### config.mk
export PLATFORM = sky130hd
export DESIGN_NAME = jtap_tap
export DESIGN_NICKNAME = d
export VERILOG_FILES = /design/src/design/jtap_pkg.sv /design/src/design/jtap_sync.sv /design/src/design/jtap_tap.sv
export SDC_FILE = /design/constraint.sdc
export NUM_CORES = 1
export LEC_CHECK = 0
export ABC_AREA = 1
export BUFFER_PORTS_ARGS = -buffer_cell sky130_fd_sc_hd__buf_2
export CAP_MARGIN = 30
export CELL_PAD_IN_SITES_DETAIL_PLACEMENT = 1
export CELL_PAD_IN_SITES_GLOBAL_PLACEMENT = 1
export CORE_MARGIN = 2
export CORE_UTILIZATION = 45
export CTS_BUF_LIST = sky130_fd_sc_hd__clkbuf_16
export CTS_CLUSTER_DIAMETER = 100
export DETAILED_ROUTE_END_ITERATION = 8
export PLACE_DENSITY_LB_ADDON = 0.15
export SYNTH_ARGS = -nofsm -noshare
export SYNTH_HDL_FRONTEND = slang
export SYNTH_HIERARCHICAL = 1
export SYNTH_SLANG_ARGS = --single-unit
### constraint.sdc
create_clock -name mclk_i -period 2.66 [get_ports mclk_i]
set_input_delay 0 -clock mclk_i [delete_from_list [all_inputs] [get_ports mclk_i]]
set_output_delay 0 -clock mclk_i [all_outputs]
set_load 0.005 [all_outputs]
### src/design/jtap_pkg.sv
package jtap_pkg;

   // Instruction chain geometry and codes
   localparam int          IR_W        = 4;
   localparam logic [3:0]  INS_EXTEST  = 4'h0;
   localparam logic [3:0]  INS_INTEST  = 4'h1;
   localparam logic [3:0]  INS_SAMPLE  = 4'h2;
   localparam logic [3:0]  INS_IDCODE  = 4'he;
   localparam logic [3:0]  INS_BYPASS  = 4'hf;
   // Fixed pattern loaded into the instruction chain on capture, low bits 01
   localparam logic [3:0]  IR_CAPTURE  = 4'h1;

   // Identification chain; value is arbitrary, bit 0 must stay set
   localparam int          IDC_W       = 32;
   localparam logic [31:0] IDCODE_VAL  = 32'h0a5a_5001;

   // Shared port pins and their reset function select
   localparam int          PIN_N       = 5;
   localparam logic [4:0]  ALT_FUNCTION_BIT_RESET = 5'h1f;

   // Default boundary chain length
   localparam int          BSR_W_DEF   = 8;

   // Bit positions inside the synchroniser bundle
   localparam int          SY_TCK      = 0;
   localparam int          SY_TMS      = 1;
   localparam int          SY_TDI      = 2;
   localparam int          SY_TRST_N   = 3;
   localparam int          SY_PINS     = 4;

   // Consecutive high mode-select samples that force the reset state
   localparam int          TMS_RESET_RUN = 5;

   // Sixteen controller states
   typedef enum logic [3:0] {
      ST_TLR, ST_RTI,
      ST_SEL_DR, ST_CAP_DR, ST_SH_DR, ST_EX1_DR, ST_PAU_DR, ST_EX2_DR, ST_UPD_DR,
      ST_SEL_IR, ST_CAP_IR, ST_SH_IR, ST_EX1_IR, ST_PAU_IR, ST_EX2_IR, ST_UPD_IR
   } jtap_state_t;

   // Data chain chosen by the current instruction
   typedef enum logic [1:0] {
      CH_BYPASS, CH_IDCODE, CH_BSR, CH_HOLD
   } jtap_chain_t;

endpackage : jtap_pkg

### src/design/jtap_sync.sv
module jtap_sync #(
   parameter int W = 1
) (
   // Clock and reset
   input  wire logic         mclk_i,
   input  wire logic         sys_rst_i,
   // Asynchronous levels in, resynchronised levels out
   input  wire logic [W-1:0] d_i,
   output logic      [W-1:0] q_o
);

   typedef struct packed {
      logic [W-1:0] meta;
      logic [W-1:0] held;
   } jtap_sync_st_t;

   jtap_sync_st_t r;
   jtap_sync_st_t next_r;

   // First stage only feeds the second stage, to let metastability settle
   always_comb begin
      next_r      = r;
      next_r.meta = d_i;
      next_r.held = r.meta;
   end

   // Registered stages
   always_ff @(posedge mclk_i) begin
      if (sys_rst_i) begin
         r <= '0;
      end else begin
         r <= next_r;
      end
   end

   assign q_o = r.held;

endmodule : jtap_sync

### src/design/jtap_tap.sv
// Summary of operation
// (RL1) Controller state follows only test reset and mode-select samples at test clock rises.
// (RL2) Controller state decides when chains capture, shift and update.
// (RL3) Controller state picks instruction chain or data chain for each access.
// (RL4) Held instruction selects which data chain is captured, shifted or updated.
// (RL5) External and internal test act on held data, never capturing, shifting or updating; code still shifts serial data through the one-bit bypass cell.
// (RL6) Unimplemented instruction codes decode as bypass, keeping a serial path.
// (RL7) Active-low test reset resets controller and test circuitry, unrelated to test clock.
// (RL8) While test reset is low the controller sits in Test-Logic-Reset.
// (RL9) Entering Test-Logic-Reset by any route loads the identification instruction.
// (RL10) A static test clock leaves state and all chain contents unchanged.
// (RL11) Mode select sampled at each test clock rise chooses the next state.
// (RL12) Tester changes mode select on test clock falls.
// (RL13) Five consecutive high mode-select samples reach Test-Logic-Reset from anywhere.
// (RL14) Serial input sampled on rises goes into the chain that state and instruction choose.
// (RL15) Tester changes serial input on test clock falls.
// (RL16) Tester drives a roughly even free-running test clock, may stop it at either level.
// (RL17) Test logic advances only on test clock edges, independent of system timing; code detects those edges by sampling the test clock on mclk_i.
// (RL18) After device reset the shared pins select their test-port function.
// (RL19) Moving pins to general-purpose use needs the commit unlock first.
// (RL20) Instruction chain is four bits wide.
// (RL21) Serial output changes only on test clock falls.
// (RL22) Serial output is not driven unless shifting.
// (RL23) Device power-on reset also forces Test-Logic-Reset.
// (RL24) Full sixteen-state graph with standard capture, shift and update timing.
module jtap_tap #(
   parameter int BSR_W = jtap_pkg::BSR_W_DEF
) (
   // Clock and power-on reset
   input  wire logic                  mclk_i,
   input  wire logic                  sys_rst_i,
   // Test port pins
   input  wire logic                  tck_i,
   input  wire logic                  tms_i,
   input  wire logic                  tdi_i,
   input  wire logic                  trst_n_i,
   output logic                       tdo_o,
   output logic                       tdo_oe_n_o,
   // Boundary cells
   input  wire logic [BSR_W-1:0]      bsr_pins_i,
   output logic      [BSR_W-1:0]      bsr_drive_o,
   output logic                       bsr_extest_o,
   output logic                       bsr_intest_o,
   // Pin function select
   input  wire logic                  alt_function_bit_wr_i,
   input  wire logic [jtap_pkg::PIN_N-1:0] alt_function_bit_wdata_i,
   input  wire logic                  commit_unlock_i,
   output logic [jtap_pkg::PIN_N-1:0] pin_alt_function_select_o,
   // Status
   output jtap_pkg::jtap_state_t      tap_state_o
);

   localparam int SY_W = jtap_pkg::SY_PINS + BSR_W;

   typedef struct packed {
      jtap_pkg::jtap_state_t              state;
      logic [jtap_pkg::IR_W-1:0]          ir;
      logic [jtap_pkg::IR_W-1:0]          ir_sh;
      logic                               byp;
      logic [jtap_pkg::IDC_W-1:0]         idc_sh;
      logic [BSR_W-1:0]                   bsr_sh;
      logic [BSR_W-1:0]                   bsr_upd;
      logic                               tdo;
      logic                               tdo_oe_n;
      logic                               tck_prev;
      logic [jtap_pkg::PIN_N-1:0]         alt_function_bit;
   } jtap_st_t;

   localparam jtap_st_t RST_VAL = '{
      state:    jtap_pkg::ST_TLR,
      ir:       jtap_pkg::INS_IDCODE,
      ir_sh:    '0,
      byp:      1'b0,
      idc_sh:   '0,
      bsr_sh:   '0,
      bsr_upd:  '0,
      tdo:      1'b0,
      tdo_oe_n: 1'b1,
      tck_prev: 1'b0,
      alt_function_bit:    jtap_pkg::ALT_FUNCTION_BIT_RESET
   };

   jtap_st_t              r;
   jtap_st_t              next_r;
   logic [SY_W-1:0]       sy_q;
   logic                  tck_s;
   logic                  tms_s;
   logic                  tdi_s;
   logic                  trst_n_s;
   logic [BSR_W-1:0]      pins_s;
   logic                  tck_rise;
   logic                  tck_fall;
   jtap_pkg::jtap_chain_t chain;
   logic                  shifting;

   // All pins come from the tester's domain and are resynchronised first
   jtap_sync #(
      .W (SY_W)
   ) u_sync (
      .mclk_i    (mclk_i),
      .sys_rst_i (sys_rst_i),
      .d_i       ({bsr_pins_i, trst_n_i, tdi_i, tms_i, tck_i}),
      .q_o       (sy_q)
   );

   assign tck_s    = sy_q[jtap_pkg::SY_TCK];
   assign tms_s    = sy_q[jtap_pkg::SY_TMS];
   assign tdi_s    = sy_q[jtap_pkg::SY_TDI];
   assign trst_n_s = sy_q[jtap_pkg::SY_TRST_N];
   assign pins_s   = sy_q[SY_W-1:jtap_pkg::SY_PINS];

   // Test clock edges; state and chains move only on one, except under test reset
   assign tck_rise = tck_s & ~r.tck_prev;  // [RL17]
   assign tck_fall = ~tck_s & r.tck_prev;  // [RL17]

   // Standard sixteen-state transition graph
   function automatic jtap_pkg::jtap_state_t tap_next(
      input jtap_pkg::jtap_state_t s,
      input logic                  m
   );
      jtap_pkg::jtap_state_t n;
      n = s;
      unique case (s)
         jtap_pkg::ST_TLR:    n = m ? jtap_pkg::ST_TLR    : jtap_pkg::ST_RTI;
         jtap_pkg::ST_RTI:    n = m ? jtap_pkg::ST_SEL_DR : jtap_pkg::ST_RTI;
         jtap_pkg::ST_SEL_DR: n = m ? jtap_pkg::ST_SEL_IR : jtap_pkg::ST_CAP_DR;
         jtap_pkg::ST_CAP_DR: n = m ? jtap_pkg::ST_EX1_DR : jtap_pkg::ST_SH_DR;
         jtap_pkg::ST_SH_DR:  n = m ? jtap_pkg::ST_EX1_DR : jtap_pkg::ST_SH_DR;
         jtap_pkg::ST_EX1_DR: n = m ? jtap_pkg::ST_UPD_DR : jtap_pkg::ST_PAU_DR;
         jtap_pkg::ST_PAU_DR: n = m ? jtap_pkg::ST_EX2_DR : jtap_pkg::ST_PAU_DR;
         jtap_pkg::ST_EX2_DR: n = m ? jtap_pkg::ST_UPD_DR : jtap_pkg::ST_SH_DR;
         jtap_pkg::ST_UPD_DR: n = m ? jtap_pkg::ST_SEL_DR : jtap_pkg::ST_RTI;
         jtap_pkg::ST_SEL_IR: n = m ? jtap_pkg::ST_TLR    : jtap_pkg::ST_CAP_IR;
         jtap_pkg::ST_CAP_IR: n = m ? jtap_pkg::ST_EX1_IR : jtap_pkg::ST_SH_IR;
         jtap_pkg::ST_SH_IR:  n = m ? jtap_pkg::ST_EX1_IR : jtap_pkg::ST_SH_IR;
         jtap_pkg::ST_EX1_IR: n = m ? jtap_pkg::ST_UPD_IR : jtap_pkg::ST_PAU_IR;
         jtap_pkg::ST_PAU_IR: n = m ? jtap_pkg::ST_EX2_IR : jtap_pkg::ST_PAU_IR;
         jtap_pkg::ST_EX2_IR: n = m ? jtap_pkg::ST_UPD_IR : jtap_pkg::ST_SH_IR;
         jtap_pkg::ST_UPD_IR: n = m ? jtap_pkg::ST_SEL_DR : jtap_pkg::ST_RTI;
      endcase
      return n;
   endfunction : tap_next

   // Instruction decode; any code not listed falls back to bypass
   always_comb begin
      unique case (r.ir)
         jtap_pkg::INS_IDCODE: chain = jtap_pkg::CH_IDCODE;  // [RL4]
         jtap_pkg::INS_SAMPLE: chain = jtap_pkg::CH_BSR;     // [RL4]
         jtap_pkg::INS_EXTEST: chain = jtap_pkg::CH_HOLD;    // [RL5]
         jtap_pkg::INS_INTEST: chain = jtap_pkg::CH_HOLD;    // [RL5]
         default:              chain = jtap_pkg::CH_BYPASS;  // [RL6]
      endcase
   end

   assign shifting = (r.state == jtap_pkg::ST_SH_DR) || (r.state == jtap_pkg::ST_SH_IR);

   // Next state of the whole controller
   always_comb begin
      next_r          = r;
      next_r.tck_prev = tck_s;

      // Rising edge: capture or shift in the state being left, then advance
      if (tck_rise) begin
         unique case (r.state)
            jtap_pkg::ST_CAP_IR: begin
               next_r.ir_sh = jtap_pkg::IR_CAPTURE;  // [RL2] [RL3]
            end
            jtap_pkg::ST_SH_IR: begin
               next_r.ir_sh = {tdi_s, r.ir_sh[jtap_pkg::IR_W-1:1]};  // [RL14] [RL20]
            end
            jtap_pkg::ST_CAP_DR: begin
               unique case (chain)
                  jtap_pkg::CH_IDCODE: next_r.idc_sh = jtap_pkg::IDCODE_VAL;  // [RL4]
                  jtap_pkg::CH_BSR:    next_r.bsr_sh = pins_s;                // [RL4]
                  jtap_pkg::CH_BYPASS: next_r.byp    = 1'b0;                  // [RL2]
                  jtap_pkg::CH_HOLD:   next_r.byp    = r.byp;                 // [RL5]
               endcase
            end
            jtap_pkg::ST_SH_DR: begin
               // Held-data instructions still pass serial data through one bit
               unique case (chain)
                  jtap_pkg::CH_IDCODE: begin
                     next_r.idc_sh = {tdi_s, r.idc_sh[jtap_pkg::IDC_W-1:1]};  // [RL14]
                  end
                  jtap_pkg::CH_BSR: begin
                     // Shift through the widened word so a one-cell chain still elaborates
                     next_r.bsr_sh = BSR_W'({tdi_s, r.bsr_sh} >> 1);  // [RL14]
                  end
                  jtap_pkg::CH_BYPASS: next_r.byp = tdi_s;  // [RL6]
                  jtap_pkg::CH_HOLD:   next_r.byp = tdi_s;  // [RL5]
               endcase
            end
            default: begin
            end
         endcase
         next_r.state = tap_next(r.state, tms_s);  // [RL1] [RL11] [RL13] [RL24]
      end

      // Falling edge: drive serial output and perform updates
      if (tck_fall) begin
         next_r.tdo_oe_n = ~shifting;  // [RL22]
         if (r.state == jtap_pkg::ST_SH_IR) begin
            next_r.tdo = r.ir_sh[0];  // [RL21]
         end else if (r.state == jtap_pkg::ST_SH_DR) begin
            unique case (chain)
               jtap_pkg::CH_IDCODE: next_r.tdo = r.idc_sh[0];  // [RL21]
               jtap_pkg::CH_BSR:    next_r.tdo = r.bsr_sh[0];  // [RL21]
               jtap_pkg::CH_BYPASS: next_r.tdo = r.byp;        // [RL21]
               jtap_pkg::CH_HOLD:   next_r.tdo = r.byp;        // [RL21]
            endcase
         end
         if (r.state == jtap_pkg::ST_UPD_IR) begin
            next_r.ir = r.ir_sh;  // [RL2] [RL3]
         end
         if (r.state == jtap_pkg::ST_UPD_DR && chain == jtap_pkg::CH_BSR) begin
            next_r.bsr_upd = r.bsr_sh;  // [RL2] [RL4]
         end
      end

      // Reset state always holds the identification instruction
      if (r.state == jtap_pkg::ST_TLR) begin
         next_r.ir       = jtap_pkg::INS_IDCODE;  // [RL9]
         next_r.tdo_oe_n = 1'b1;                  // [RL22]
      end

      // Test reset wins over any edge; it is a level, so no test clock is needed
      if (!trst_n_s) begin
         next_r.state    = jtap_pkg::ST_TLR;  // [RL7] [RL8]
         next_r.tdo_oe_n = 1'b1;              // [RL7]
      end

      // Pin function changes only commit while unlocked, guarding debugger access
      if (alt_function_bit_wr_i && commit_unlock_i) begin
         next_r.alt_function_bit = alt_function_bit_wdata_i;  // [RL19]
      end
   end

   // Power-on reset puts controller in reset state and pins on test function
   always_ff @(posedge mclk_i) begin
      if (sys_rst_i) begin
         r <= RST_VAL;  // [RL18] [RL23]
      end else begin
         r <= next_r;
      end
   end

   // Outputs straight from state
   assign tdo_o                     = r.tdo;
   assign tdo_oe_n_o                = r.tdo_oe_n;
   assign bsr_drive_o               = r.bsr_upd;
   assign bsr_extest_o              = (r.ir == jtap_pkg::INS_EXTEST);  // [RL5]
   assign bsr_intest_o              = (r.ir == jtap_pkg::INS_INTEST);  // [RL5]
   assign pin_alt_function_select_o = r.alt_function_bit;
   assign tap_state_o               = r.state;

   // Run of high mode-select samples, only for checking
   logic [2:0] ones_cnt;
   always_ff @(posedge mclk_i) begin
      if (sys_rst_i) begin
         ones_cnt <= '0;
      end else if (tck_rise) begin
         if (!tms_s) begin
            ones_cnt <= '0;
         end else if (ones_cnt != 3'(jtap_pkg::TMS_RESET_RUN)) begin
            ones_cnt <= ones_cnt + 3'h1;
         end
      end
   end

   a_trst_holds_reset: assert property (  // [RL8]
      @(posedge mclk_i) disable iff (sys_rst_i)
      !trst_n_s |=> (r.state == jtap_pkg::ST_TLR))
      else $error("Test reset did not hold reset state");

   a_reset_loads_idcode: assert property (  // [RL9]
      @(posedge mclk_i) disable iff (sys_rst_i)
      (r.state == jtap_pkg::ST_TLR) |=> (r.ir == jtap_pkg::INS_IDCODE))
      else $error("Reset state did not load identification instruction");

   a_five_ones_reset: assert property (  // [RL13]
      @(posedge mclk_i) disable iff (sys_rst_i)
      (ones_cnt == 3'(jtap_pkg::TMS_RESET_RUN)) |-> (r.state == jtap_pkg::ST_TLR))
      else $error("Five high mode samples did not reach reset state");

   a_static_clock_hold: assert property (  // [RL10]
      @(posedge mclk_i) disable iff (sys_rst_i)
      (!tck_rise && !tck_fall && trst_n_s && r.state != jtap_pkg::ST_TLR)
      |=> ($stable(r.state) && $stable(r.ir) && $stable(r.bsr_sh) && $stable(r.idc_sh)))
      else $error("State changed without a test clock edge");

   a_idle_to_select: assert property (  // [RL11]
      @(posedge mclk_i) disable iff (sys_rst_i)
      (tck_rise && trst_n_s && tms_s && r.state == jtap_pkg::ST_RTI)
      |=> (r.state == jtap_pkg::ST_SEL_DR))
      else $error("Idle with mode high did not move to select");

   a_capture_ir_value: assert property (  // [RL2]
      @(posedge mclk_i) disable iff (sys_rst_i)
      (tck_rise && r.state == jtap_pkg::ST_CAP_IR)
      |=> (r.ir_sh == jtap_pkg::IR_CAPTURE))
      else $error("Instruction capture pattern missing");

   a_update_ir_load: assert property (  // [RL2] [RL3]
      @(posedge mclk_i) disable iff (sys_rst_i)
      (tck_fall && trst_n_s && r.state == jtap_pkg::ST_UPD_IR)
      |=> (r.ir == $past(r.ir_sh)))
      else $error("Instruction update did not load shifted value");

   a_hold_no_capture: assert property (  // [RL5]
      @(posedge mclk_i) disable iff (sys_rst_i)
      (chain == jtap_pkg::CH_HOLD) |=> ($stable(r.bsr_sh) && $stable(r.bsr_upd)))
      else $error("Held-data instruction touched boundary chain");

   a_tdo_on_fall: assert property (  // [RL21]
      @(posedge mclk_i) disable iff (sys_rst_i)
      $changed(tdo_o) |-> $past(tck_fall))
      else $error("Serial output moved off a falling edge");

   a_tdo_idle_off: assert property (  // [RL22]
      @(posedge mclk_i) disable iff (sys_rst_i)
      (tck_fall && !shifting) |=> tdo_oe_n_o)
      else $error("Serial output driven outside shift");

   a_commit_gate: assert property (  // [RL19]
      @(posedge mclk_i) disable iff (sys_rst_i)
      (alt_function_bit_wr_i && !commit_unlock_i) |=> $stable(pin_alt_function_select_o))
      else $error("Pin function changed while locked");

   a_tlr_oe_off: assert property (  // [RL22]
      @(posedge mclk_i) disable iff (sys_rst_i)
      (r.state == jtap_pkg::ST_TLR) |=> tdo_oe_n_o)
      else $error("Serial output driven in reset state");

   a_bypass_capture: assert property (  // [RL6]
      @(posedge mclk_i) disable iff (sys_rst_i)
      (tck_rise && chain == jtap_pkg::CH_BYPASS && r.state == jtap_pkg::ST_CAP_DR)
      |=> !r.byp)
      else $error("Bypass bit did not capture zero");

   a_ir_shift_in: assert property (  // [RL14]
      @(posedge mclk_i) disable iff (sys_rst_i)
      (tck_rise && r.state == jtap_pkg::ST_SH_IR)
      |=> (r.ir_sh[jtap_pkg::IR_W-1] == $past(tdi_s)))
      else $error("Instruction chain missed the serial input bit");

endmodule : jtap_tap

[Yosys cells after proc, flatten, opt, wreduce, memory -nomap -nowiden]
Cells that the tools add are included.
Widths: inputs -> output; s select.
Operators by class
  equal/unequal tests: 27
  reductions and logical operators: 24
  muxes and demuxes: 25
  bitwise gates (word level): 6
Operators by type and width (count)
  $pmux 41 s2: 1
  $mux 32: 2
  $pmux 4 s12: 1
  $eq 4x4->1 const B: 9
  $eq 4x3->1 const B: 4
  $mux 4: 4
  $mux 8: 2
  $eq 4x2->1 const B: 3
  $reduce_and 4->1: 3
  $reduce_or 2->1: 6
  $eq 4x1->1 const B: 2
  $logic_not 4->1: 2
  $ne 2x2->1 const B: 4
  $pmux 4 s2: 1
  $reduce_and 2->1: 4
  $mux 1: 7
  $mux 2: 3
  $mux 3: 2
  $pmux 2 s3: 1
  $reduce_bool 2->1: 3
  $reduce_or 3->1: 2
  $eq 2x2->1 const B: 2
  $ne 2x1->1 const B: 2
  $not 1->1: 4
  6 further kinds: 8
Storage, ports and cells
  register bits: 93
  output and inout port bits: 21
  input bits: 21

[Longest topological paths before layout]
Gate-level depths: netlist of run 1.
  depth in word-level cells: 8
  gate-level depth with buffers: 12
  mapped depth without buffers: 11

[Cells and area by module]
Netlist of run 1, hierarchy kept.
Modules (own cells, without submodules)
  jtap_tap: area an instance 3309.4 um^2, instances 1, cells each 488, sequential area each 1381.3 um^2
  jtap_sync: area an instance 683.2 um^2, instances 1, cells each 74, sequential area each 480.5 um^2

[Worst setup path before layout of run 1]
Ideal clock, no wire load.
  path kind: register to register
  start: register r[61] (netlist name)
  end: register r[16] (netlist name)
  arrival: 1451 ps
  buffers on the path: 1
  setup slack: 1097 ps
  stages on the path, launching flop included: 10
  cells stage by stage: dfxtp_1 inv_1 o21ai_0 inv_1 ha_1 o22ai_2 nor2_4 buf_6 nor2_1 nor2_1
On the way
  cells in the longest elaborated chain, start to end: 6
  elaborated cells on any way between the ends: 10
RTL lines
  start, declared: RTL line jtap_tap.sv:83  | jtap_st_t r;
  start signal, assigned: RTL line jtap_tap.sv:243  | r <= next_r;
  $eq 4x1->1 or $logic_not 4->1 (tied branches): RTL line jtap_tap.sv:146  | unique case (r.ir)
  $reduce_or 2->1 (no source line)
  $pmux 2 s3 (*): RTL line jtap_tap.sv:146
  $eq 2x2->1 (*): RTL line jtap_tap.sv:172, jtap_tap.sv:181
  $ne 2x2->1 (no source line) or $ne 2x1->1 (tied branches)
  $reduce_and 4->1 (no source line) (*)
Mark *: on every way between the ends. The rest lies on a longest branch, timed or not.
A chain may end at the register's enable or synchronous reset.

[Worst setup path after layout of run 1]
  start: register r[61] (netlist name)
  end: register r[49] (netlist name)
On the way
  cells in the longest elaborated chain, start to end: 6
  elaborated cells on any way between the ends: 10
RTL lines (RTL line)
  $eq 4x1->1 or $logic_not 4->1 (tied branches): jtap_tap.sv:146
  $reduce_or 2->1 (no source line)
  $pmux 2 s3 (*): jtap_tap.sv:146
  $eq 2x1->1 (*): jtap_tap.sv:172, jtap_tap.sv:181
  $ne 2x2->1 (no source line) or $ne 2x1->1 (tied branches)
  $reduce_and 4->1 (no source line) (*)
Marks and branches as above.

==> impl_metrics.yaml, run 1 <==
synthesis:
  ys_top_cells_by_count: "nand2_1, nor2_1, dfxtp_1, inv_1, o21ai_0"
  syn_inst: 562
  synthFlopType: "dfxtp_1"
  synth-edff-count: 0
  synth_warnings: 6
  syn_area_mm2: 0.003993
  synth-async-reset-ratio_pct: 0
  synth.most_common_cell: "nand2_1"
  synth_area_per_cell_um2: 7.104
  synth_area_leaders: "dfxtp_1, nand2_1, nor2_1"
  ys_types: 30
  synth_top_area_share_pct: 46.63
  ys_ff_latch: 93
  syn-num-nets: 587
  synth-seq-area-share_pct: 46.63
  yosys.area.top_type: "dfxtp_1"
floorplanning:
  die_y_um: 98.20
  die_w_um: 98.20
  dieArea_mm2: 0.009642
  start_util_pct: 46.01
  core-area_mm2: 0.008678
  rows: 34
  pin_count: 42
power_and_ir_drop:
  vdd_drop_max_uv: 295.4
  pwr-share-seq_pct: 49.3
  internal_power_uw: 2288
  p_sw_uw: 601.8
  power_frac_clock_pct: 46.7
  power.leakage_uw: 0.002039
  combPwrFrac_pct: 4.1
  switching_share_pct: 20.83
  powerDensity_mw_per_mm2: 626.0
cts:
  cts_tree: "built"
  cts_max_level: 3
  path_clk_slew_ns: 0.07
  cts_max_path_buffers: 2
  cts_buffers: 9
  cts-resized-gates: 0
  clock_latency_ns: 0.34
  root_buffer: "clkbuf_16"
  clock-sinks: 93
worst_setup_path:
  rr_worst_depth: 7
  worstPathCellList: "inv_1 > o21ai_0 > ha_1 > nand3_2 > buf_12 > o21ai_0 > a21oi_1"
  end_kind: "flop"
  cp_data_arrival_time_ns: 2.29
  max_stage_delay_ns: 0.38
  critical_path_required_ns: 2.88
  slowest_stage: "o21ai_0"
  worst-setup-path-type: "flop to flop"
  path_depth: 7
  path_buf_inv: 2
  cpLargestDelayFamily: "compound AO/OA/AOI/OAI gates"
  crit_fanout: 45
  path_common_cell: "o21ai_0"
  critPathLaunchType: "flop"
status:
  outcome: "finished clean"
layout:
  area_delta_synth_final_pct: 15.61
  final_net_count: 624
  stdcell_area_mm2: 0.004616
  drive_gt1_share_pct: 12.09
  diodes: 0
detailed_routing:
  vias: 3450
  first_pass_iters: 4
  vias_per_cell: 4.846
  route.antenna.remaining_nets: 0
  drt-total-wl_um: 9263
  wl_per_cell_um: 13.01
  drc: 0
  drtIter0Drc: 95
job:
  maxCapViolCount: 0
sta:
  worst_slew_pin_slew_ns: 0.4658
  clock_skew_ns: 0.005425
  setup-violations-final: 0
  rsz0062_at_grt: "no"
  min_period_ns: 2.074
  relSlewSlack_pct: 68.94
  fin_crit_sh_pct: 77.95
  setup_tns_ns: 0
  hold_viol_final: 0
  finalMaxSlewViolations: 0
  fmax_mhz: 482.3
global_route:
  antenna_found_initial: 0
  grt_pass1_vias: 3458
  grt_pass1_wl_um: 15940
  grt_start_max_net_pins: 54
  overflow: 0
  grtUsageTotal_pct: 20.24
place:
  hpwlAfterDp_um: 5952
  placed_cell_area_mm2: 0.004130
  place.gp.congestion: 0.8323
  port_buffers: 41
min_path:
  hp-class: "input port to flop"
  holdPathStages: 2
[worst paths after layout]
| path | endpoint | startpoint | slack [ns] |
|---|---|---|---|
| setup / recovery | r[49]$_SDFFE_PP0P_ | r[61]$_SDFFE_PP0P_ | 0.59 |
| setup reg to reg | r[49]$_SDFFE_PP0P_ | r[61]$_SDFFE_PP0P_ | 0.59 |
| hold reg to reg | u_sync/q_o[9]$_SDFF_PP0_ | u_sync/next_r[9]$_SDFF_PP0_ | 0.40 |
| hold / removal | u_sync/next_r[7]$_SDFF_PP0_ | sys_rst_i | 0.04 |
[state kept, by name, summed over array words and instances, names as in the netlist]
signal,flops
u_sync/next_r,12
tdo_o,1
pin_alt_function_select_o,5
tap_state_o,4
tdo_oe_n_o,1
u_sync/q_o,12
bsr_drive_o,8
r,50
[power groups by stage]
stage	clock network (µW)	logic, µW	registers (µW)
global route	1440	134	1420
floorplan	0	69.2	1450
detailed placement	0	95.6	1450
global placement	0	92.1	1450
finish	1350	117	1420
CTS	1380	116	1420
[final cells by class]
type                    instances  area, µm²
inverters                      89      335.3
fillers                      1130       4063
flip-flops and latches         93       1862
well taps                     108      135.1
clock buffers                   9      225.2
repair buffers                 65      440.4
multi-input cells             341       1528
clock inverters                 7      90.09
[what timing repair did]
item,4_1_cts,5_1_grt
endpoints found under the setup margin,0,0
buffers inserted,0,0
endpoints found under the hold margin,17,0
hold buffers,17,0
[cell families (layout without fill, tap and decap cells)]
kind of cell	after synthesis	after routing	share of synthesized area (%)
simple gates	238	238	23.97
buf+inv	128	170	15.10
compound gates	99	99	13.04
flops	93	93	46.63
fa+ha+maj	4	4	1.254
[routing by layer]
layer | vias up | wire, µm | global-route usage, %
li1 | 1783 | - | -
met1 | 1614 | 4233 | 24.92
met2 | 42 | 4637 | 35.62
met3 | 11 | 254 | 3.937
met4 | 0 | 137 | 6.639
met5 | - | 0 | 0
[layout by cell type (no fill, tap or decap), types with 9 or more instances in the layout]
master,Yosys,routed
a21oi_1,42,42
buf_2,5,41
nor2_1,99,99
o21ai_0,48,48
nand3_1,16,16
inv_1,85,86
nand2_1,109,109
dfxtp_1,93,93
dlygate4sd3_1,0,17
clkbuf_16,0,9
[through the flow]
step	total power [µW]	utilization [%]	worst slack, ns	std cells	hold WS (ns)
detailed placement	1550	47.59	0.6224	679	0.2093
floorplan	1521	-	1.097	562	0.07118
finish	2890	53.19	0.5865	712	0.03782
CTS	2923	53.19	0.5752	712	0.04139
global route	3001	53.19	0.3310	712	0.06018
global placement	1546	47.59	0.7581	679	0.2001
[worst register-to-register path: stages (launching register included)]
cell,delay [ns]
dfxtp_1,0.36
inv_1,0.09
o21ai_0,0.38
ha_1,0.28
nand3_2,0.31
buf_12,0.30
o21ai_0,0.20
a21oi_1,0.06
(Power assumes the default switching activity.)
==> inputs of run 2 (changes only) <==
CORE_UTILIZATION = 42   (was 45)
clock period = 2.1 ns   (was 2.66 ns; I/O delays follow)
==> run 2 against run 1 <==
  * Sequential share of layout area is 1.1 points lower
  * Register-to-register slack got worse by 0.31 ns
  * Highest routed layer unchanged
  * Total power grew 29%
  * Non-clock buffer count up 10
  * Clock skew grew 0.0027 ns
  * Die area up 6.8%
  * Clock-buffer cell count stayed put
  * Critical path depth grew 1
  * Hold slack better by 0.071 ns
  * Setup slack lost 0.31 ns
  * Largest cell class unchanged
  * Sequential power increased by 27%
==> impl_metrics.yaml, run 2 (synthesized netlist as in run 1, its figures left out) <==
layout:
  layout_commonest_cell: "nand2_1"
  multiInputGateArea_mm2: 0.001528
  ff_latch_area_mm2: 0.001862
  diodes: 0
  layout_common_cells: "nand2_1, nor2_1, dfxtp_1"
  final_net_count: 634
  largest_reg_flops: 50
  drive_gt1_share_pct: 11.89
  area_delta_synth_final_pct: 18.96
  regMostFlops: "r"
  num-fill-cells: 1167
power_and_ir_drop:
  p_sw_uw: 810.1
  pwr-share-seq_pct: 48.3
  switching_share_pct: 21.71
  power_frac_clock_pct: 47.2
  fin_total_pwr_uw: 3731
  vdd_drop_max_uv: 343.0
  power.leakage_uw: 0.002094
  internal_power_uw: 2921
  powerDensity_mw_per_mm2: 785.5
  combPwrFrac_pct: 4.5
floorplanning:
  die_w_um: 101.5
  core-area_mm2: 0.009240
  dieArea_mm2: 0.01030
  start_util_pct: 43.21
  die_y_um: 101.5
  pin_count: 42
  rows: 35
cts:
  postCtsSetupRepairBufs: 0
  clock_latency_ns: 0.34
  path_clk_slew_ns: 0.07
  clock-sinks: 93
  cts_max_level: 3
  cts_max_path_buffers: 2
  cts_tree: "built"
  root_buffer: "clkbuf_16"
  cts_buffers: 9
sta:
  setup-violations-final: 0
  rsz0062_at_grt: "no"
  relSlewSlack_pct: 65.76
  worst_slew_pin_slew_ns: 0.5136
  hold_viol_final: 0
  fmax_mhz: 548.4
  clock_skew_ns: 0.008100
  min_period_ns: 1.823
  setup_tns_ns: 0
  finalMaxSlewViolations: 0
  fin_crit_sh_pct: 86.83
global_route:
  grt_pass1_wl_um: 16370
  grt_start_max_net_pins: 63
  grt_pass1_vias: 3601
  overflow: 0
  antenna_found_initial: 0
  grtUsageTotal_pct: 20.27
min_path:
  hold_end: "pin_alt_function_select_o[4]$_SDFFE_PP1P_"
  hold_path.startpoint: "commit_unlock_i"
  hp-class: "input port to flop"
  holdPathStages: 4
place:
  port_buffers: 41
  hpwlAfterDp_um: 5801
  place.gp.congestion: 0.8403
detailed_routing:
  route.antenna.remaining_nets: 0
  first_pass_iters: 4
  vias: 3490
  vias_per_cell: 4.697
  drtIter0Drc: 69
  drt-total-wl_um: 9491
  wl_per_cell_um: 12.77
  drc: 0
worst_setup_path:
  rr_startpoint: "r[62]$_SDFFE_PP1P_"
  reg2reg_to: "bsr_drive_o[7]$_SDFFE_PP0P_"
  cp_data_arrival_time_ns: 2.09
  crit_fanout: 9
  critPathLaunchType: "flop"
  end_kind: "flop"
  rrSetupSlack_ns: 0.28
  rr_worst_depth: 8
  critical_path_required_ns: 2.37
  worst-setup-path-type: "flop to flop"
status:
  outcome: "finished clean"
job:
  maxCapViolCount: 0
-- run 2: power by group through the flow --
stage / clock, µW / sequential (µW) / combinational [µW]
global placement: 0 / 1840 / 118
CTS: 1790 / 1800 / 160
floorplan: 0 / 1840 / 87.7
detailed placement: 0 / 1840 / 122
global route: 1900 / 1800 / 192
finish: 1760 / 1800 / 167
-- run 2: worst max-delay path, cell delays in order, from the launching register on --
cell	delay [ns]
dfxtp_1	0.35
inv_1	0.08
nand2_1	0.10
and2_1	0.22
ha_1	0.21
nand4_1	0.28
inv_2	0.24
o21ai_0	0.10
a21oi_1	0.16
-- run 2: how the worst max path moves through the flow --
| stage | start | to | slack [ns] |
|---|---|---|---|
| after floorplan | r[61]$_SDFFE_PP0P_ | r[16]$_SDFFE_PP0P_ | 0.54 |
| after global placement | r[61]$_SDFFE_PP0P_ | bsr_drive_o[7]$_SDFFE_PP0P_ | 0.34 |
| after detailed placement | r[61]$_SDFFE_PP0P_ | bsr_drive_o[7]$_SDFFE_PP0P_ | 0.21 |
| after CTS | r[62]$_SDFFE_PP1P_ | bsr_drive_o[7]$_SDFFE_PP0P_ | 0.18 |
| after global routing | r[62]$_SDFFE_PP1P_ | bsr_drive_o[7]$_SDFFE_PP0P_ | 0.05 |
| final | r[62]$_SDFFE_PP1P_ | bsr_drive_o[7]$_SDFFE_PP0P_ | 0.28 |
-- run 2: final cells by class --
type                    instances  area share [%]
multi-input cells             341           32.17
clock inverters                 7           2.055
inverters                      89           7.060
well taps                     129           3.398
repair buffers                 75           11.38
clock buffers                   9           4.742
flip-flops and latches         93           39.20
-- run 2: metal layers --
layer  wire length (µm)  global-route usage, %
met1               4274                  23.92
met3                228                  4.417
met2               4824                  36.03
met5                  0                      0
met4                163                  7.277
-- run 2: timing repair --
item | CTS | global route
hold buffers | 27 | 0
endpoints found under the hold margin | 18 | 0
endpoints found under the setup margin | 0 | 1
gates resized for setup | 0 | 1
-- run 2: per-stage QoR --
| stage | util (%) | setup WS [ns] | hold slack (ns) | instances | area, µm² |
|---|---|---|---|---|---|
| after floorplan | - | 0.5368 | 0.07118 | 562 | 3993 |
| after global placement | 44.98 | 0.3417 | 0.2017 | 700 | 4156 |
| after detailed placement | 44.98 | 0.2130 | 0.2066 | 700 | 4156 |
| after CTS | 51.40 | 0.1829 | 0.05440 | 743 | 4750 |
| after global routing | 51.40 | 0.04614 | 0.1400 | 743 | 4750 |
| final | 51.40 | 0.2766 | 0.1085 | 743 | 4750 |
==> inputs of run 3 (changes only) <==
--- a/config.mk
+++ b/config.mk
@@ -12,5 +12,5 @@
 export CELL_PAD_IN_SITES_GLOBAL_PLACEMENT = 1
 export CORE_MARGIN = 2
-export CORE_UTILIZATION = 42
+export CORE_UTILIZATION = 45
 export CTS_BUF_LIST = sky130_fd_sc_hd__clkbuf_16
 export CTS_CLUSTER_DIAMETER = 100
==> constraint.sdc (replaced) <==
create_clock -name mclk_i -period 2.2 [get_ports mclk_i]
set_input_delay 0.22 -clock mclk_i [delete_from_list [all_inputs] [get_ports mclk_i]]
set_output_delay 0.22 -clock mclk_i [all_outputs]
set_load 0.005 [all_outputs]
==> run 3 against run 2 <==
  * Clock-buffer cell count did not move
  * Flip-flop and latch count unchanged
  * Combinational power is 29% lower
  * Die area fell by 6.4%
  * Hold slack worse by 0.027 ns
  * Via count is 2.5% lower
  * Clock power decreased by 11%
  * Setup slack lost 0.048 ns
  * Clock skew fell by 0.0020 ns
  * Critical endpoint unchanged
  * Total power down 8.8%
==> impl_metrics.yaml, run 3 (synthesized netlist as in run 1, its figures left out) <==
status:
  outcome: "finished clean"
place:
  placed_cell_area_mm2: 0.004145
  dp_cells: 681
  hpwlAfterDp_um: 6054
  port_buffers: 41
  place.gp.congestion: 0.8479
cts:
  clock-sinks: 93
  cts_buffers: 9
  path_clk_slew_ns: 0.07
  cts_max_path_buffers: 2
  cts_max_level: 3
  cts_tree: "built"
  cts_hold_buf: 0
  cts-resized-gates: 0
  clock_latency_ns: 0.33
  root_buffer: "clkbuf_16"
  postCtsSetupRepairBufs: 0
sta:
  relSlewSlack_pct: 71.88
  finalMaxSlewViolations: 0
  setup-violations-final: 0
  setup_tns_ns: 0
  hold_viol_final: 0
  fin_crit_sh_pct: 89.63
  fmax_mhz: 507.1
  clock_skew_ns: 0.006099
  rsz0062_at_grt: "no"
  worst_slew_pin_slew_ns: 0.4174
  min_period_ns: 1.972
floorplanning:
  core-area_mm2: 0.008678
  dieArea_mm2: 0.009642
  rows: 34
  die_y_um: 98.20
  die_w_um: 98.20
  pin_count: 42
  start_util_pct: 46.01
worst_setup_path:
  cpLargestDelayFamily: "compound AO/OA/AOI/OAI gates"
  cp_data_arrival_time_ns: 2.19
  crit_path_start: "r[61]$_SDFFE_PP0P_"
  rrSetupSlack_ns: 0.23
  rr_startpoint: "r[61]$_SDFFE_PP0P_"
  slowest_stage: "dfxtp_1"
  end_kind: "flop"
  crit_fanout: 9
  path_buf_inv: 3
  critPathLaunchType: "flop"
  critical_path_required_ns: 2.42
  worst-setup-path-type: "flop to flop"
  max_stage_delay_ns: 0.37
  worstPathCellList: "inv_1 > o21ai_0 > inv_1 > ha_1 > nand4_1 > inv_2 > o21ai_0 > a21oi_1"
layout:
  stdcell_area_mm2: 0.004448
  layout_commonest_cell: "nand2_1"
  final_net_count: 609
  area_delta_synth_final_pct: 11.41
  ff_latch_area_mm2: 0.001862
  num-fill-cells: 1150
  final_cells: 697
  regMostFlops: "r"
  diodes: 0
  drive_gt1_share_pct: 12.56
  layout_common_cells: "nand2_1, nor2_1, dfxtp_1"
  largest_reg_flops: 50
  multiInputGateArea_mm2: 0.001528
detailed_routing:
  routed.top_layer: "met4"
  drc: 0
  drt-met1-wl_um: 4230
  wl_met3_um: 276
  drtIter0Drc: 117
  wl_met2_um: 4265
  drt-total-wl_um: 8888
  wl_per_cell_um: 12.75
  first_pass_iters: 4
  vias: 3404
  route.antenna.remaining_nets: 0
  vias_per_cell: 4.884
power_and_ir_drop:
  power.leakage_uw: 0.001963
  vdd_drop_max_uv: 417.0
  fin_total_pwr_uw: 3402
  powerDensity_mw_per_mm2: 764.9
min_path:
  hp-class: "input port to flop"
  hold_path.startpoint: "alt_function_bit_wdata_i[2]"
global_route:
  grtUsageTotal_pct: 19.48
  overflow: 0
  antenna_found_initial: 0
  grt_pass1_wl_um: 15460
  grt_start_max_net_pins: 63
  grt_pass1_vias: 3472
job:
  maxCapViolCount: 0
==> run 3: final cells by class <==
class,count,share of cell area [%]
sequential,93,41.86
clock inverter,7,1.660
inverter,89,7.539
multi-input combinational,341,34.35
tap,108,3.038
timing repair buffer,50,6.498
clock buffer,9,5.063
==> run 3: stage by stage <==
step / utilization [%] / hold WS, ns / setup slack [ns]
after floorplan: - / 0.2912 / 0.6368
after global placement: 47.77 / 0.3932 / 0.3105
after detailed placement: 47.77 / 0.3967 / 0.1758
after CTS: 51.21 / 0.07088 / 0.1242
after global routing: 51.25 / 0.07777 / 0.04249
final: 51.25 / 0.08176 / 0.2281
==> run 3: final timing paths <==
kind | end | cells past startpoint
worst max-delay path | bsr_drive_o[7]$_SDFFE_PP0P_ | 8
worst min-delay path | pin_alt_function_select_o[2]$_SDFFE_PP1P_ | 3
worst min register to register | u_sync/q_o[9]$_SDFF_PP0_ | 2
worst max register to register | bsr_drive_o[7]$_SDFFE_PP0P_ | 8
==> run 3: routing by layer <==
layer,vias to the layer above,GRT usage (%)
met5,-,0
met4,0,7.271
met3,10,4.366
met2,51,33.67
met1,1589,23.77
li1,1754,-
==> run 3: worst reg2reg max path: stages, from the launching register on <==
cell,delay (ns)
dfxtp_1,0.37
inv_1,0.08
o21ai_0,0.37
inv_1,0.13
ha_1,0.23
nand4_1,0.30
inv_2,0.15
o21ai_0,0.18
a21oi_1,0.05
==> run 3: power breakdown <==
| part | internal [µW] | switching [µW] |
|---|---|---|
| sequential | 1710 | 9.99 |
| clock | 888 | 675 |
| combinational | 47.3 | 71.8 |
